===== config.mk =====
export PLATFORM = sky130hd
export DESIGN_NAME = wdit_top
export DESIGN_NICKNAME = d
export VERILOG_FILES = /design/src/hdl/wdit_top.v /design/src/hdl/wdit_prescale.v /design/src/hdl/wdit_pulse.v
export VERILOG_INCLUDE_DIRS = /design/src /design/src/hdl
export SDC_FILE = /design/constraint.sdc
export NUM_CORES = 1
export LEC_CHECK = 0
export ABC_CLOCK_PERIOD_IN_PS = 5000
export BUFFER_PORTS_ARGS = -buffer_cell sky130_fd_sc_hd__buf_2
export CORE_MARGIN = 3
export CORE_UTILIZATION = 35
export DETAILED_ROUTE_END_ITERATION = 8
export GPL_TIMING_DRIVEN = 0
export MAX_ROUTING_LAYER = met4
export PLACE_DENSITY = 0.61
export RECOVER_POWER = 100
export SLEW_MARGIN = 0
export SYNTH_ARGS = -nofsm -noshare
export SYNTH_HDL_FRONTEND = slang
export SYNTH_HIERARCHICAL = 1
export SYNTH_SLANG_ARGS = --single-unit

===== constraint.sdc =====
create_clock -name SYS_CLK -period 5 [get_ports SYS_CLK]
set_clock_uncertainty 0.15 [all_clocks]
set_input_delay 0.75 -clock SYS_CLK [delete_from_list [all_inputs] [get_ports SYS_CLK]]
set_output_delay 0.75 -clock SYS_CLK [all_outputs]
set_load 0.01 [all_outputs]

===== src/hdl/wdit_regs.vh =====
/*
 what: register offsets, field positions, keys and timing counts of the
 watchdog / interval timer.
 assumes: classic wishbone slave with 32-bit data and byte addresses.
*/
// What this block does
// - 8-bit counter, runs only when enabled
// - clock select picks one of eight dividers
// - mode bit 6: 0 interval, 1 watchdog
// - interval wrap sets flag and interrupt
// - interval flag cleared by read-then-write-zero
// - watchdog wrap drives overflow pin low
// - watchdog flag set only by watchdog wrap
// - watchdog flag cleared by read-then-write-zero
// - reset enable picks chip or local reset
// - chip reset clears the interval flag
// - reset control loads 0x1f, only on pin reset
// - reserved bits read one, ignore writes
// - reset control bit 5 is plain storage
// - ordinary writes to timer registers rejected
// - pin low 132/130 states, reset 518 states
// - while pin low, protected writes and arming ignored
// - write beats increment in following cycle
`ifndef WDIT_REGS_VH
`define WDIT_REGS_VH

// ----------------------------------------
// register byte offsets
// ----------------------------------------
`define WDIT_ADDR_W 8
`define WDIT_OFS_TCS 8'h00
`define WDIT_OFS_CNT 8'h04
`define WDIT_OFS_RCS 8'h08
`define WDIT_OFS_PWT 8'h0c
`define WDIT_OFS_PWR 8'h10
`define WDIT_OFS_IST 8'h14
`define WDIT_OFS_IMK 8'h18

// ----------------------------------------
// field positions
// ----------------------------------------
`define WDIT_FLAG_BIT 7
`define WDIT_MODE_BIT 6
`define WDIT_EN_BIT 5
`define WDIT_CHIP_RESET_ENABLE_BIT 6
`define WDIT_SPARE_BIT 5
`define WDIT_TCS_ONES 8'h18
`define WDIT_RCS_ONES 8'h1f
`define WDIT_RCS_RESET 8'h1f

// ----------------------------------------
// protected write keys (upper byte)
// ----------------------------------------
`define WDIT_KEY_CNT 8'h5a
`define WDIT_KEY_TCS 8'ha5
`define WDIT_KEY_CHIP_RESET_ENABLE 8'h5a
`define WDIT_KEY_CLRW 8'ha5

// ----------------------------------------
// interrupt status bits
// ----------------------------------------
`define WDIT_IRQ_W 2
`define WDIT_IRQ_IVL 0
`define WDIT_IRQ_WDG 1

// ----------------------------------------
// pulse lengths in states (one state = one clock)
// ----------------------------------------
`define WDIT_PULSE_W 10
`define WDIT_OVF_STATES_RST 10'h084
`define WDIT_OVF_STATES_NORST 10'h082
`define WDIT_CHIP_RST_STATES 10'h206
`define WDIT_DIV_W 17

`endif


===== src/hdl/wdit_top.v =====
/*
 what: watchdog / interval timer with a classic wishbone register port,
 an overflow pin, a chip reset request and a maskable interrupt.
 assumes: one 100 MHz clock, NRST is the external reset pin, the master
 holds each request until it sees ack.
*/
// Design decisions made here: the Wishbone slave port and the placing of the registers.
`timescale 1ns/1ns
`include "wdit_regs.vh"

module wdit_top #(
   parameter AW = `WDIT_ADDR_W
) (
   // clock and reset
   input wire SYS_CLK,
   input wire NRST,
   // wishbone slave
   input wire WB_CYC_I,
   input wire WB_STB_I,
   input wire WB_WE_I,
   input wire [AW-1:0] WB_ADR_I,
   input wire [3:0] WB_SEL_I,
   input wire [31:0] WB_DAT_I,
   output reg [31:0] WB_DAT_O,
   output reg WB_ACK_O,
   // timer outputs
   output reg OVERFLOW_OUT_N,
   output reg CHIP_RESET_N,
   output reg INTERVAL_IRQ,
   output reg IRQ
);

   // ----------------------------------------
   // state
   // ----------------------------------------
   reg [7:0] count;
   reg ovf_flag;
   reg mode;
   reg enable;
   reg [2:0] cks;
   reg watchdog_overflow_flag_flag;
   reg chip_reset_enable;
   reg spare;
   reg arm_ovf;
   reg arm_watchdog_overflow_flag;
   reg cnt_wr_d;
   reg [`WDIT_IRQ_W-1:0] irq_stat;
   reg [`WDIT_IRQ_W-1:0] irq_mask;

   wire tick;
   wire ovf_pulse;
   wire rst_pulse;

   // ----------------------------------------
   // bus decode
   // ----------------------------------------
   wire req = WB_CYC_I & WB_STB_I;
   // the access completes at the edge where ack is seen high
   wire done = req & WB_ACK_O;
   wire wr = done & WB_WE_I;
   wire rd = done & ~WB_WE_I;
   wire half = WB_SEL_I[0] & WB_SEL_I[1];
   wire [7:0] key = WB_DAT_I[15:8];
   wire [7:0] low = WB_DAT_I[7:0];
   wire locked = ovf_pulse;

   reg at_tcs;
   reg at_cnt;
   reg at_rcs;
   reg at_pwt;
   reg at_pwr;
   reg at_ist;
   reg at_imk;
   reg wr_cnt;
   reg wr_tcs;
   reg wr_chip_reset_enable;
   reg wr_clrw;

   // one-hot offset decode; unmapped offsets match nothing
   always @* begin
      at_tcs = 1'b0;
      at_cnt = 1'b0;
      at_rcs = 1'b0;
      at_pwt = 1'b0;
      at_pwr = 1'b0;
      at_ist = 1'b0;
      at_imk = 1'b0;
      case (WB_ADR_I)
         `WDIT_OFS_TCS: at_tcs = 1'b1;
         `WDIT_OFS_CNT: at_cnt = 1'b1;
         `WDIT_OFS_RCS: at_rcs = 1'b1;
         `WDIT_OFS_PWT: at_pwt = 1'b1;
         `WDIT_OFS_PWR: at_pwr = 1'b1;
         `WDIT_OFS_IST: at_ist = 1'b1;
         `WDIT_OFS_IMK: at_imk = 1'b1;
         default: at_tcs = 1'b0;
      endcase
   end

   // ordinary writes at the read offsets fall through untouched
   wire pw_ok = wr & half & ~locked;

   // the key picks the target; a wrong key is a silent no-op
   always @* begin
      wr_cnt = 1'b0;
      wr_tcs = 1'b0;
      wr_chip_reset_enable = 1'b0;
      wr_clrw = 1'b0;
      if (pw_ok && at_pwt) begin
         case (key)
            `WDIT_KEY_CNT: wr_cnt = 1'b1;
            `WDIT_KEY_TCS: wr_tcs = 1'b1;
            default: wr_cnt = 1'b0;
         endcase
      end else if (pw_ok && at_pwr) begin
         case (key)
            `WDIT_KEY_CHIP_RESET_ENABLE: wr_chip_reset_enable = 1'b1;
            `WDIT_KEY_CLRW: wr_clrw = 1'b1;
            default: wr_chip_reset_enable = 1'b0;
         endcase
      end
   end

   // ----------------------------------------
   // counting and overflow
   // ----------------------------------------
   wdit_prescale #(
      .DIV_W(`WDIT_DIV_W)
   ) u_pre (
      .clk(SYS_CLK),
      .rst_n(NRST),
      .run(enable),
      .sel(cks),
      .tick(tick)
   );

   // the write wins in its own cycle and in the one after it
   wire inc = tick & enable & ~wr_cnt & ~cnt_wr_d;
   wire wrap = inc & (count == 8'hff);
   wire wdg_wrap = wrap & mode;
   wire ivl_wrap = wrap & ~mode;

   wire [`WDIT_PULSE_W-1:0] ovf_len = chip_reset_enable ? `WDIT_OVF_STATES_RST
                                          : `WDIT_OVF_STATES_NORST;

   wdit_pulse #(
      .W(`WDIT_PULSE_W)
   ) u_ovf (
      .clk(SYS_CLK),
      .rst_n(NRST),
      .start(wdg_wrap),
      .len(ovf_len),
      .active(ovf_pulse)
   );

   wdit_pulse #(
      .W(`WDIT_PULSE_W)
   ) u_crst (
      .clk(SYS_CLK),
      .rst_n(NRST),
      .start(wdg_wrap & chip_reset_enable),
      .len(`WDIT_CHIP_RST_STATES),
      .active(rst_pulse)
   );

   // ----------------------------------------
   // counter
   // ----------------------------------------
   always @(posedge SYS_CLK or negedge NRST) begin
      if (!NRST) begin
         count <= 8'h00;
         cnt_wr_d <= 1'b0;
      end else begin
         cnt_wr_d <= wr_cnt;
         if (wdg_wrap) begin
            count <= 8'h00;
         end else if (!enable) begin
            count <= 8'h00;
         end else if (wr_cnt) begin
            count <= low;
         end else if (inc) begin
            count <= count + 8'h01;
         end
      end
   end

   // ----------------------------------------
   // timer control / status
   // ----------------------------------------
   // set wins over the clearing write in the same cycle
   always @(posedge SYS_CLK or negedge NRST) begin
      if (!NRST) begin
         ovf_flag <= 1'b0;
      end else if (wdg_wrap) begin
         // with reset enable this stands for the chip reset clearing it
         ovf_flag <= 1'b0;
      end else if (ivl_wrap) begin
         ovf_flag <= 1'b1;
      end else if (wr_tcs && arm_ovf && !low[`WDIT_FLAG_BIT]) begin
         ovf_flag <= 1'b0;
      end
   end

   // local reset on every watchdog wrap stops the timer
   always @(posedge SYS_CLK or negedge NRST) begin
      if (!NRST) begin
         mode <= 1'b0;
         enable <= 1'b0;
         cks <= 3'h0;
      end else if (wdg_wrap) begin
         mode <= 1'b0;
         enable <= 1'b0;
         cks <= 3'h0;
      end else if (wr_tcs) begin
         mode <= low[`WDIT_MODE_BIT];
         enable <= low[`WDIT_EN_BIT];
         cks <= low[2:0];
      end
   end

   always @(posedge SYS_CLK or negedge NRST) begin
      if (!NRST) begin
         arm_ovf <= 1'b0;
      end else if (wdg_wrap) begin
         arm_ovf <= 1'b0;
      end else if (rd && at_tcs && !locked && WB_DAT_O[`WDIT_FLAG_BIT]) begin
         arm_ovf <= 1'b1;
      end else if (wr_tcs || !ovf_flag) begin
         arm_ovf <= 1'b0;
      end
   end

   // ----------------------------------------
   // reset control / status
   // ----------------------------------------
   // only the pin reset reaches these; the chip reset pulse does not
   always @(posedge SYS_CLK or negedge NRST) begin
      if (!NRST) begin
         watchdog_overflow_flag_flag <= 1'b0;
      end else if (wdg_wrap) begin
         watchdog_overflow_flag_flag <= 1'b1;
      end else if (wr_clrw && arm_watchdog_overflow_flag && !low[`WDIT_FLAG_BIT]) begin
         watchdog_overflow_flag_flag <= 1'b0;
      end
   end

   always @(posedge SYS_CLK or negedge NRST) begin
      if (!NRST) begin
         chip_reset_enable <= 1'b0;
         spare <= 1'b0;
      end else if (wr_chip_reset_enable) begin
         chip_reset_enable <= low[`WDIT_CHIP_RESET_ENABLE_BIT];
         spare <= low[`WDIT_SPARE_BIT];
      end
   end

   // a read during the overflow pulse does not arm the clear
   always @(posedge SYS_CLK or negedge NRST) begin
      if (!NRST) begin
         arm_watchdog_overflow_flag <= 1'b0;
      end else if (rd && at_rcs && !locked && WB_DAT_O[`WDIT_FLAG_BIT]) begin
         arm_watchdog_overflow_flag <= 1'b1;
      end else if (wr_clrw || !watchdog_overflow_flag_flag) begin
         arm_watchdog_overflow_flag <= 1'b0;
      end
   end

   // ----------------------------------------
   // interrupt status and mask
   // ----------------------------------------
   wire [`WDIT_IRQ_W-1:0] ev;
   assign ev[`WDIT_IRQ_IVL] = ivl_wrap;
   assign ev[`WDIT_IRQ_WDG] = wdg_wrap;
   wire [`WDIT_IRQ_W-1:0] w1c = (wr && at_ist) ? WB_DAT_I[`WDIT_IRQ_W-1:0]
                                               : {`WDIT_IRQ_W{1'b0}};
   wire [`WDIT_IRQ_W-1:0] next_stat = ev | (irq_stat & ~w1c);

   always @(posedge SYS_CLK or negedge NRST) begin
      if (!NRST) begin
         irq_stat <= {`WDIT_IRQ_W{1'b0}};
         irq_mask <= {`WDIT_IRQ_W{1'b0}};
      end else begin
         irq_stat <= next_stat;
         if (wr && at_imk && WB_SEL_I[0]) begin
            irq_mask <= WB_DAT_I[`WDIT_IRQ_W-1:0];
         end
      end
   end

   // ----------------------------------------
   // read mux
   // ----------------------------------------
   wire [7:0] tcs_val = {ovf_flag, mode, enable, 2'b00, cks} | `WDIT_TCS_ONES;
   wire [7:0] rcs_val = {watchdog_overflow_flag_flag, chip_reset_enable, spare, 5'h00} | `WDIT_RCS_ONES;
   reg [31:0] next_dat;

   always @* begin
      next_dat = 32'h00000000;
      if (at_tcs) begin
         next_dat[7:0] = tcs_val;
      end else if (at_cnt) begin
         next_dat[7:0] = count;
      end else if (at_rcs) begin
         next_dat[7:0] = rcs_val;
      end else if (at_ist) begin
         next_dat[`WDIT_IRQ_W-1:0] = irq_stat;
      end else if (at_imk) begin
         next_dat[`WDIT_IRQ_W-1:0] = irq_mask;
      end
   end

   // ----------------------------------------
   // bus answer
   // ----------------------------------------
   // one wait state: ack rises the cycle after the request, drops after
   always @(posedge SYS_CLK or negedge NRST) begin
      if (!NRST) begin
         WB_ACK_O <= 1'b0;
         WB_DAT_O <= 32'h00000000;
      end else begin
         WB_ACK_O <= req & ~WB_ACK_O;
         if (req && !WB_ACK_O && !WB_WE_I) begin
            WB_DAT_O <= next_dat;
         end
      end
   end

   // ----------------------------------------
   // output flops
   // ----------------------------------------
   always @(posedge SYS_CLK or negedge NRST) begin
      if (!NRST) begin
         OVERFLOW_OUT_N <= 1'b1;
         CHIP_RESET_N <= 1'b1;
         INTERVAL_IRQ <= 1'b0;
         IRQ <= 1'b0;
      end else begin
         OVERFLOW_OUT_N <= ~ovf_pulse;
         CHIP_RESET_N <= ~rst_pulse;
         INTERVAL_IRQ <= ovf_flag;
         IRQ <= |(irq_stat & irq_mask);
      end
   end

endmodule


===== src/hdl/wdit_prescale.v =====
/*
 what: clock prescaler giving one increment strobe per selected period.
 assumes: single clock, divider held in clear while the timer is stopped.
*/
`timescale 1ns/1ns
`include "wdit_regs.vh"

module wdit_prescale #(
   parameter DIV_W = `WDIT_DIV_W
) (
   // clock and reset
   input wire clk,
   input wire rst_n,
   // control
   input wire run,
   input wire [2:0] sel,
   // strobe
   output wire tick
);

   // ----------------------------------------
   // divider shift per select code
   // ----------------------------------------
   function integer shift_of;
      input integer code;
      begin
         case (code)
            0: shift_of = 1;
            1: shift_of = 6;
            2: shift_of = 7;
            3: shift_of = 9;
            4: shift_of = 11;
            5: shift_of = 13;
            6: shift_of = 15;
            default: shift_of = 17;
         endcase
      end
   endfunction

   reg [DIV_W-1:0] div;
   wire [7:0] tick_vec;

   // cleared while stopped so the first period after enable is whole
   always @(posedge clk or negedge rst_n) begin
      if (!rst_n) begin
         div <= {DIV_W{1'b0}};
      end else if (!run) begin
         div <= {DIV_W{1'b0}};
      end else begin
         div <= div + {{(DIV_W-1){1'b0}}, 1'b1};
      end
   end

   genvar i;
   generate
      for (i = 0; i < 8; i = i + 1) begin : g_sel
         localparam integer SH = shift_of(i);
         assign tick_vec[i] = &div[SH-1:0];
      end
   endgenerate

   assign tick = run & tick_vec[sel];

endmodule


===== src/hdl/wdit_pulse.v =====
/*
 what: retriggerable-free pulse stretcher, active for a loaded count.
 assumes: start is a one-cycle strobe; a start during a pulse is ignored.
*/
`timescale 1ns/1ns
`include "wdit_regs.vh"

module wdit_pulse #(
   parameter W = `WDIT_PULSE_W
) (
   // clock and reset
   input wire clk,
   input wire rst_n,
   // trigger
   input wire start,
   input wire [W-1:0] len,
   // pulse
   output reg active
);

   reg [W-1:0] left;

   always @(posedge clk or negedge rst_n) begin
      if (!rst_n) begin
         left <= {W{1'b0}};
         active <= 1'b0;
      end else if (start && !active) begin
         left <= len - {{(W-1){1'b0}}, 1'b1};
         active <= 1'b1;
      end else if (active) begin
         if (left == {W{1'b0}}) begin
            active <= 1'b0;
         end else begin
            left <= left - {{(W-1){1'b0}}, 1'b1};
         end
      end
   end

endmodule


==> metrics.md, run 1 <==
| Metric | Value |
|---|---|
| Status | finished, violations left |
| Failing checks | capacitance limit, slew limit |
| Num CTS Buffers | 9 |
| Busiest grt layer | met2 |
| Vias in the first global route | 4342 |
| Largest family of logic cells by synthesized area | simple AND/OR/NAND/NOR gates |
| Area of the die | roughly 16000 µm² |
| Post-route DRC | 0 |
| Register area share after synthesis | 0.379 |
| Buf/Inv on CP | 1 |
| Worst-Margin Slew | about 2800 ps |
| Clk slew on worst S/H paths | 60 ps |
| CP max FO | 12 |
| Leakage | 2.58 nW |
| Via count | 4475 |
| Hold worst-path end | CHIP_RESET_N |
| Post-synthesis simple-gate area fraction | 0.261 |
| Pre-CTS setup slack | -861 ps |
| Initial core utilization | 0.360 |
| Final worst hold slack | 265 ps |
| Met1 usage in global routing | 0.208 |
| GRT overflow | 0 |
| Max-Cap Viols | 1 |
| Synth Area in Compound Gates | 0.195 |
| WL per Instance | 14.4 µm |
| Cell variety after synth | 77 |
| Post-synthesis register bit count | 76 |
| Avg Vias per Cell | roughly 5 |
| Cell count after synthesis | between 500 and 600 |
| Clk root buf | clkbuf_16 |
| Power Density | 338 nW/µm² |
| Fillers | 1389 |
| R2R Setup Slk | roughly 280 ps |
| Crit-path cells | ha_2 > nand4_1 > nor2_1 > and2_0 > ha_1 > nand2_1 > o311a_1 > or3_1 > o22ai_2 > and4b_2 > nand4_1 > a211oi_4 > buf_4 > or4b_1 > o31a_4 > or3_1 > or3_1 > o221ai_1 |
| Share of the synthesized area in the top cell type | 0.369 |
| RR Startpoint | u_pre/div[1] |
| Core Area | 13900 µm² |
| Htree depth | 3 |
| Proportion of synthesized area in mux cells | 0.0349 |
| Clk_lat worst skew | 340 ps |
| CP arrival | 4830 ps |
| Fin. max-slew vios | a little over 60 |
| CTS Hold Bufs | 0 |
| Antenna Cells | 0 |
| Share of cells above drive strength 1 | 0.177 |
| Non-filler instance count after layout | between 800 and 900 |
| GPL Wtd Cong | 0.885 |
| CTS tree | done |
| RSZ-0062 raised after global routing | no |
| Num rows | 43 |
| IR drop worst, VDD | approximately 0.00017 V |
| Clock Tree Buf Depth | 2 |
| Hold Vio Cnt, Final | 0 |
| Fin crit period | 4720 ps |
| Die Span X | 126 µm |
| Placed Cells incl. Taps | 849 |
| RR Endpoint | u_ovf/left[5] |
| Peak Freq | ~0.21 GHz |
| Finish-stage setup viols | 0 |
| Fin crit share | 0.944 |
| Critical path's slowest cell | or4b_1 |
| Multi-input logic area | 3050 µm² |
| Number of flops mapped to enable cells by yosys | 0 |
| Top FF cell, synth | dfrtp_1 |
| Synth Cell Area | 5020 µm² |
| Family with the most delay on the worst path | simple AND/OR/NAND/NOR gates |
| Worst slew margin relative to its limit | -0.885 |
| Drt first pass iters | 5 |
| Register area | 1900 µm² |
| Synth async-reset ratio | 1.00 |
| Cell mode on critical path | or3_1 |
| Global-route wire length before repair | 21.4 mm |
| Worst hold path class | reg -> reg |
| Worst hold path cell count | 1 |
| Port buffer count | between 40 and 50 |
| Syn_area_per_cell | 9.23 µm² |
| Fin area | ~6000 µm² |
| Clock Sinks | 76 |
| Fin nets | 740 |
| R2R depth | 18 |
| Largest net degree at the start of global routing | 62 |
| Post-Route WL | about 13 mm |
| CP Class | reg -> reg |
| Initial antenna violation count | 0 |
| Post-synth top area cell | dfrtp_1 |
| CP endpoint kind | register |
| Top-Level Pins | 86 |
| Placed cell area | 5800 µm² |
| Critical path required time | 5110 ps |
| Area Growth Syn to Fin | 21.6% |
| Setup ws final | 279 ps |
| M2 GR Usage | 0.281 |
| Critical path startpoint category | register |
| Antenna viol nets, final | 0 |
| GRT met3 Usage | 0.0365 |
| Die Y | 126 µm |
| DRT iter0 DRCs | around 340 |
| Area contributors post-synth | dfrtp_1 (37%), buf_4 (3.6%), nand2_1 (3.4%), nor2_1 (3.4%), a21oi_1 (2.5%) |
| Ys Warns | 6 |
| Area share of fa/ha/maj cells after synthesis | 0.0150 |
| Dpl hpwl | approximately 9.3 mm |
| Slowest cell delay on critical path | 500 ps |
| Xor-xnor portion of the synthesized cell area | 0.0366 |
| Hold Crit Start | u_crst/active |
| GRT Util Overall | 0.167 |
[metal layers]
metal | share of wire | vias to the layer above
li1 | - | 2206
met4 | 0.0096 | 0
met5 | 0 | -
met2 | 0.51 | 97
met1 | 0.44 | 2161
met3 | 0.044 | 11
[per-stage QoR]
stage | setup TNS (ps) | utilization | total power, mW
floorplan | 0 | - | 1.24
global placement | -3690 | 0.414 | 1.36
detailed placement | -4180 | 0.416 | 1.38
CTS | 0 | 0.441 | 2.07
global route | 0 | 0.438 | 2.19
finish | 0 | 0.438 | 2.06
[sequential cells by signal (all words and copies together), names as in the netlist, 2 cells and up]
| name | flops |
|---|---|
| u_ovf/left | 10 |
| cks | 3 |
| u_pre/div | 17 |
| irq_stat | 2 |
| u_crst/left | 10 |
| WB_DAT_O | 8 |
| count | 8 |
| irq_mask | 2 |
[cell usage after synthesis, drive strengths merged, types with 8 or more instances]
cell and count:
dfrtp 74, nand3 24, nand2 47, xnor2 13, o21ai 24, xor2 8, o211ai 14, buf 38
mux2 8, a21oi 25, nand3b 9, nor2 45, clkbuf 8, inv 19, a31oi 10, nor3 19
nand4 10, nor4 14, or3 10
[timing repair]
| action | 4_1_cts | 5_1_grt |
|---|---|---|
| endpoints found under the setup margin | 9 | 9 |
| gates cloned | 0 | 0 |
| pin swaps | 3 | 5 |
| buffers inserted | 4 | 6 |
| gates resized for setup | 5 | 10 |
[cell type report]
| type | count | area share |
|---|---|---|
| plain buffers | 42 | 0.0466 |
| inverters | 21 | 0.0129 |
| flip-flops and latches | 76 | 0.312 |
| multi-input cells | 483 | 0.500 |
| clock inverters | 5 | 0.00820 |
| repair buffers | 52 | 0.0414 |
| clock buffers | 11 | 0.0414 |
| well taps | 180 | 0.0369 |
[cell families (layout without fill, tap and decap cells)]
| group | count (synthesis) | count (layout) |
|---|---|---|
| mux | 15 | 15 |
| fa+ha+maj | 6 | 6 |
| simple gates | 225 | 225 |
| buf+inv | 67 | 131 |
| xor+xnor | 21 | 21 |
| other cells | 2 | 84 |
| compound gates | 132 | 132 |
| flops | 76 | 76 |
[worst max-delay path by stage]
stage | slack [ps] | from | cells past startpoint | end
floorplan | 130 | u_pre/div[0] | 23 | u_crst/left[8]
global placement | -770 | u_pre/div[0] | 23 | u_crst/left[8]
detailed placement | -860 | u_pre/div[0] | 23 | u_crst/left[8]
CTS | 3 | u_pre/div[0] | 21 | u_crst/left[8]
global route | 40 | NRST | 2 | u_pre/div[14]
finish | 280 | u_pre/div[1] | 18 | u_ovf/left[5]
[power by group]
part	total, mW	internal, mW	switching, mW
clock network	0.665	0.410	0.255
logic	0.582	0.257	0.325
registers	0.813	0.706	0.108
[cells in the final DEF (no fill, tap or decap), types with 11 or more instances in the layout]
| cell type | Yosys | layout |
|---|---|---|
| xnor2_1 | 13 | 13 |
| buf_2 | 7 | 31 |
| dfrtp_1 | 74 | 74 |
| nand2_1 | 45 | 45 |
| o211ai_1 | 14 | 14 |
| nand3_1 | 24 | 24 |
| nor2_1 | 45 | 45 |
| conb_1 | 2 | 84 |
| clkbuf_1 | 8 | 29 |
| a21oi_1 | 25 | 25 |
| o21ai_0 | 22 | 22 |
| nor3_1 | 19 | 18 |
| inv_1 | 19 | 19 |
| nor4_1 | 8 | 11 |
| buf_4 | 24 | 27 |
[worst reg2reg max path: stages (launching register included)]
cell      delay [ps]
dfrtp_1          370
ha_2             210
nand4_1          180
nor2_1           170
and2_0           140
ha_1             140
nand2_1           50
o311a_1          130
or3_1            320
o22ai_2          190
and4b_2          310
nand4_1          210
a211oi_4         340
buf_4            240
or4b_1           510
o31a_4           150
or3_1            380
or3_1            370
o221ai_1          70
Power figures use the tool's default switching activity.
==> run 2: changes to the inputs <==
--- a/config.mk
+++ b/config.mk
@@ -13,8 +13,9 @@
 export DETAILED_ROUTE_END_ITERATION = 8
 export GPL_TIMING_DRIVEN = 0
 export MAX_ROUTING_LAYER = met4
-export PLACE_DENSITY = 0.61
+export PLACE_DENSITY = 0.6
 export RECOVER_POWER = 100
+export REMOVE_ABC_BUFFERS = 1
 export SLEW_MARGIN = 0
 export SYNTH_ARGS = -nofsm -noshare
 export SYNTH_HDL_FRONTEND = slang
==> run 2 against run 1 <==
Net effect:
- the run still ends with capacitance limit, slew limit left
- die area unchanged
- combinational power is essentially flat
- final cell count fell by 3.9%
- register-to-register slack better by 20 ps
- core utilization is 1.6 points lower
- critical endpoint is now u_crst/left[8]
- largest cell class unchanged
==> metrics.md, run 2 (same netlist as run 1, synthesis figures left out) <==
| Metric | Value |
|---|---|
| Clk slew on worst S/H paths | 60 ps |
| Post-route DRC | 0 |
| Final worst hold slack | slightly above 300 ps |
| Drt first pass iters | 5 |
| R2R Setup Slk | around 300 ps |
| Crit-path cells | ha_2 > nand4_1 > nor2_1 > and2_0 > ha_1 > nand2_1 > o311a_1 > or3_1 > o22ai_2 > and4b_2 > nand4_1 > o21bai_4 > nor3_4 > nand2b_4 > mux2_4 > clkinv_1 > ha_2 > nand2_1 > nor4_4 > xor2_1 > a211o_1 |
| Power after layout | 2.02 mW |
| Dpl hpwl | 8.97 mm |
| Final setup TNS | 0 ps |
| Share of cells above drive strength 1 | 0.152 |
| Critical path required time | 5080 ps |
| Biggest register | u_pre/div |
| Top-Level Pins | 86 |
| Clock Tree Buf Depth | 2 |
| Avg Vias per Cell | 5.27 |
| R2R depth | 21 |
| Antenna viol nets, final | 0 |
| Clk root buf | clkbuf_16 |
| CTS tree | done |
| Slowest cell delay on critical path | 390 ps |
| Fin. max-slew vios | 79 |
| Die Y | 126 µm |
| GRT Util Overall | 0.165 |
| WL per Instance | about 15 µm |
| Antenna Cells | 0 |
| Post-Route WL | 12.6 mm |
| Hold Vio Cnt, Final | 0 |
| Largest net degree at the start of global routing | 40 |
| Via count | between 4000 and 5000 |
| Peak Freq | 0.213 GHz |
| Fillers | roughly 1400 |
| Worst hold path class | reg -> reg |
| Area Growth Syn to Fin | 17.3% |
| Port buffer count | 43 |
| Htree depth | 3 |
| Num CTS Buffers | 9 |
| Worst hold path cell count | 0 |
| Finish-stage setup viols | 0 |
| Fin crit period | between 4000 and 5000 ps |
| Num rows | 43 |
| Hold worst-path end | INTERVAL_IRQ |
| Clk_lat worst skew | about 350 ps |
| RR Startpoint | u_pre/div[0] |
| Commonest non-fill, non-tap cell in the layout | conb_1 |
| Failing checks | capacitance limit, slew limit |
| Status | finished, violations left |
| CP Class | reg -> reg |
| CTS Hold Bufs | 0 |
| IR drop worst, VDD | between 0.00015 and 0.0002 V |
| Critical path's slowest cell | dfrtp_1 |
| Initial core utilization | 0.360 |
| Setup ws final | about 300 ps |
| Core Area | around 14000 µm² |
| Clock Sinks | 76 |
| Worst-Margin Slew | 2130 ps |
| Pre-CTS setup slack | -809 ps |
| DRT iter0 DRCs | 326 |
| Critical path startpoint category | register |
| Hold Crit Start | ovf_flag |
| CP max FO | 16 |
| Final Core Density | 0.422 |
| Largest registers | u_pre/div (17), u_crst/left (10), u_ovf/left (10) |
| Vias in the first global route | between 4000 and 5000 |
| Initial antenna violation count | 0 |
| Most frequent cells in the layout | conb_1 (84), dfrtp_1 (74), nand2_1 (45), nor2_1 (45), buf_2 (27) |
| Die Span X | roughly 130 µm |
| Leakage | 2.41 nW |
| Max-Cap Viols | 3 |
| Worst slew margin relative to its limit | -0.421 |
| Fin nets | 706 |
| Number of flip-flops in the largest register | 17 |
| GPL Wtd Cong | 0.901 |
| CP endpoint kind | register |
| GRT overflow | 0 |
| Power Density | 343 nW/µm² |
| Area of the die | approximately 16000 µm² |
| RR Endpoint | u_crst/left[8] |
| Global-route wire length before repair | ~21 mm |
| Fin crit share | 0.941 |
| CP arrival | 4780 ps |
==> run 2: final cells by class <==
type	instances	area, µm²	area share
clock inverters	5	36.3	0.00617
multi-input cells	483	3080	0.523
flip-flops and latches	76	1900	0.324
clock buffers	11	243	0.0413
repair buffers	60	319	0.0542
well taps	180	225	0.0383
inverters	21	78.8	0.0134
==> run 2: how the worst max path moves through the flow <==
stage,start,cells past startpoint,endpoint
floorplan,u_pre/div[0],20,u_crst/left[8]
global placement,u_pre/div[0],20,u_crst/left[8]
detailed placement,u_pre/div[0],20,u_crst/left[8]
CTS,u_pre/div[0],20,u_crst/left[8]
global route,u_pre/div[0],21,u_crst/left[8]
finish,u_pre/div[0],21,u_crst/left[8]
==> run 2: critical path: cells and delay by family (launching register included) <==
kind,cells,cell delay [ps]
buffers and inverters,1,120
muxes,1,290
adders and majority gates,3,580
and+or+nand+nor,11,1960
DFF,1,390
xor gates and xnor gates,1,170
AOI/OAI and AO/OA,4,920
==> run 2: what timing repair did <==
item,4_1_cts,5_1_grt
buffers inserted,4,12
resized for setup,7,11
pin swaps,3,6
setup endpoints to repair,16,12
==> run 2: layer usage <==
metal,up-vias,part of all wire,track usage
met1,2127,0.45,0.221
met4,0,0.016,0.0625
met5,-,0,-
met2,126,0.47,0.252
met3,17,0.059,0.0301
li1,2139,-,-
==> run 2: report_power, final <==
part	total (mW)	leakage (nW)	switching, mW	internal, mW
clock network	0.620	0.128	0.269	0.351
logic	0.579	1.31	0.330	0.250
registers	0.818	0.969	0.113	0.705
==> run 2: metrics by stage <==
stage / area [µm²] / instances
3_3_place_gp: 5470 / 803
2_1_floorplan: 5020 / 580
5_1_grt: 5880 / 836
6_report: 5880 / 836
3_5_place_dp: 5490 / 804
4_1_cts: 5830 / 824
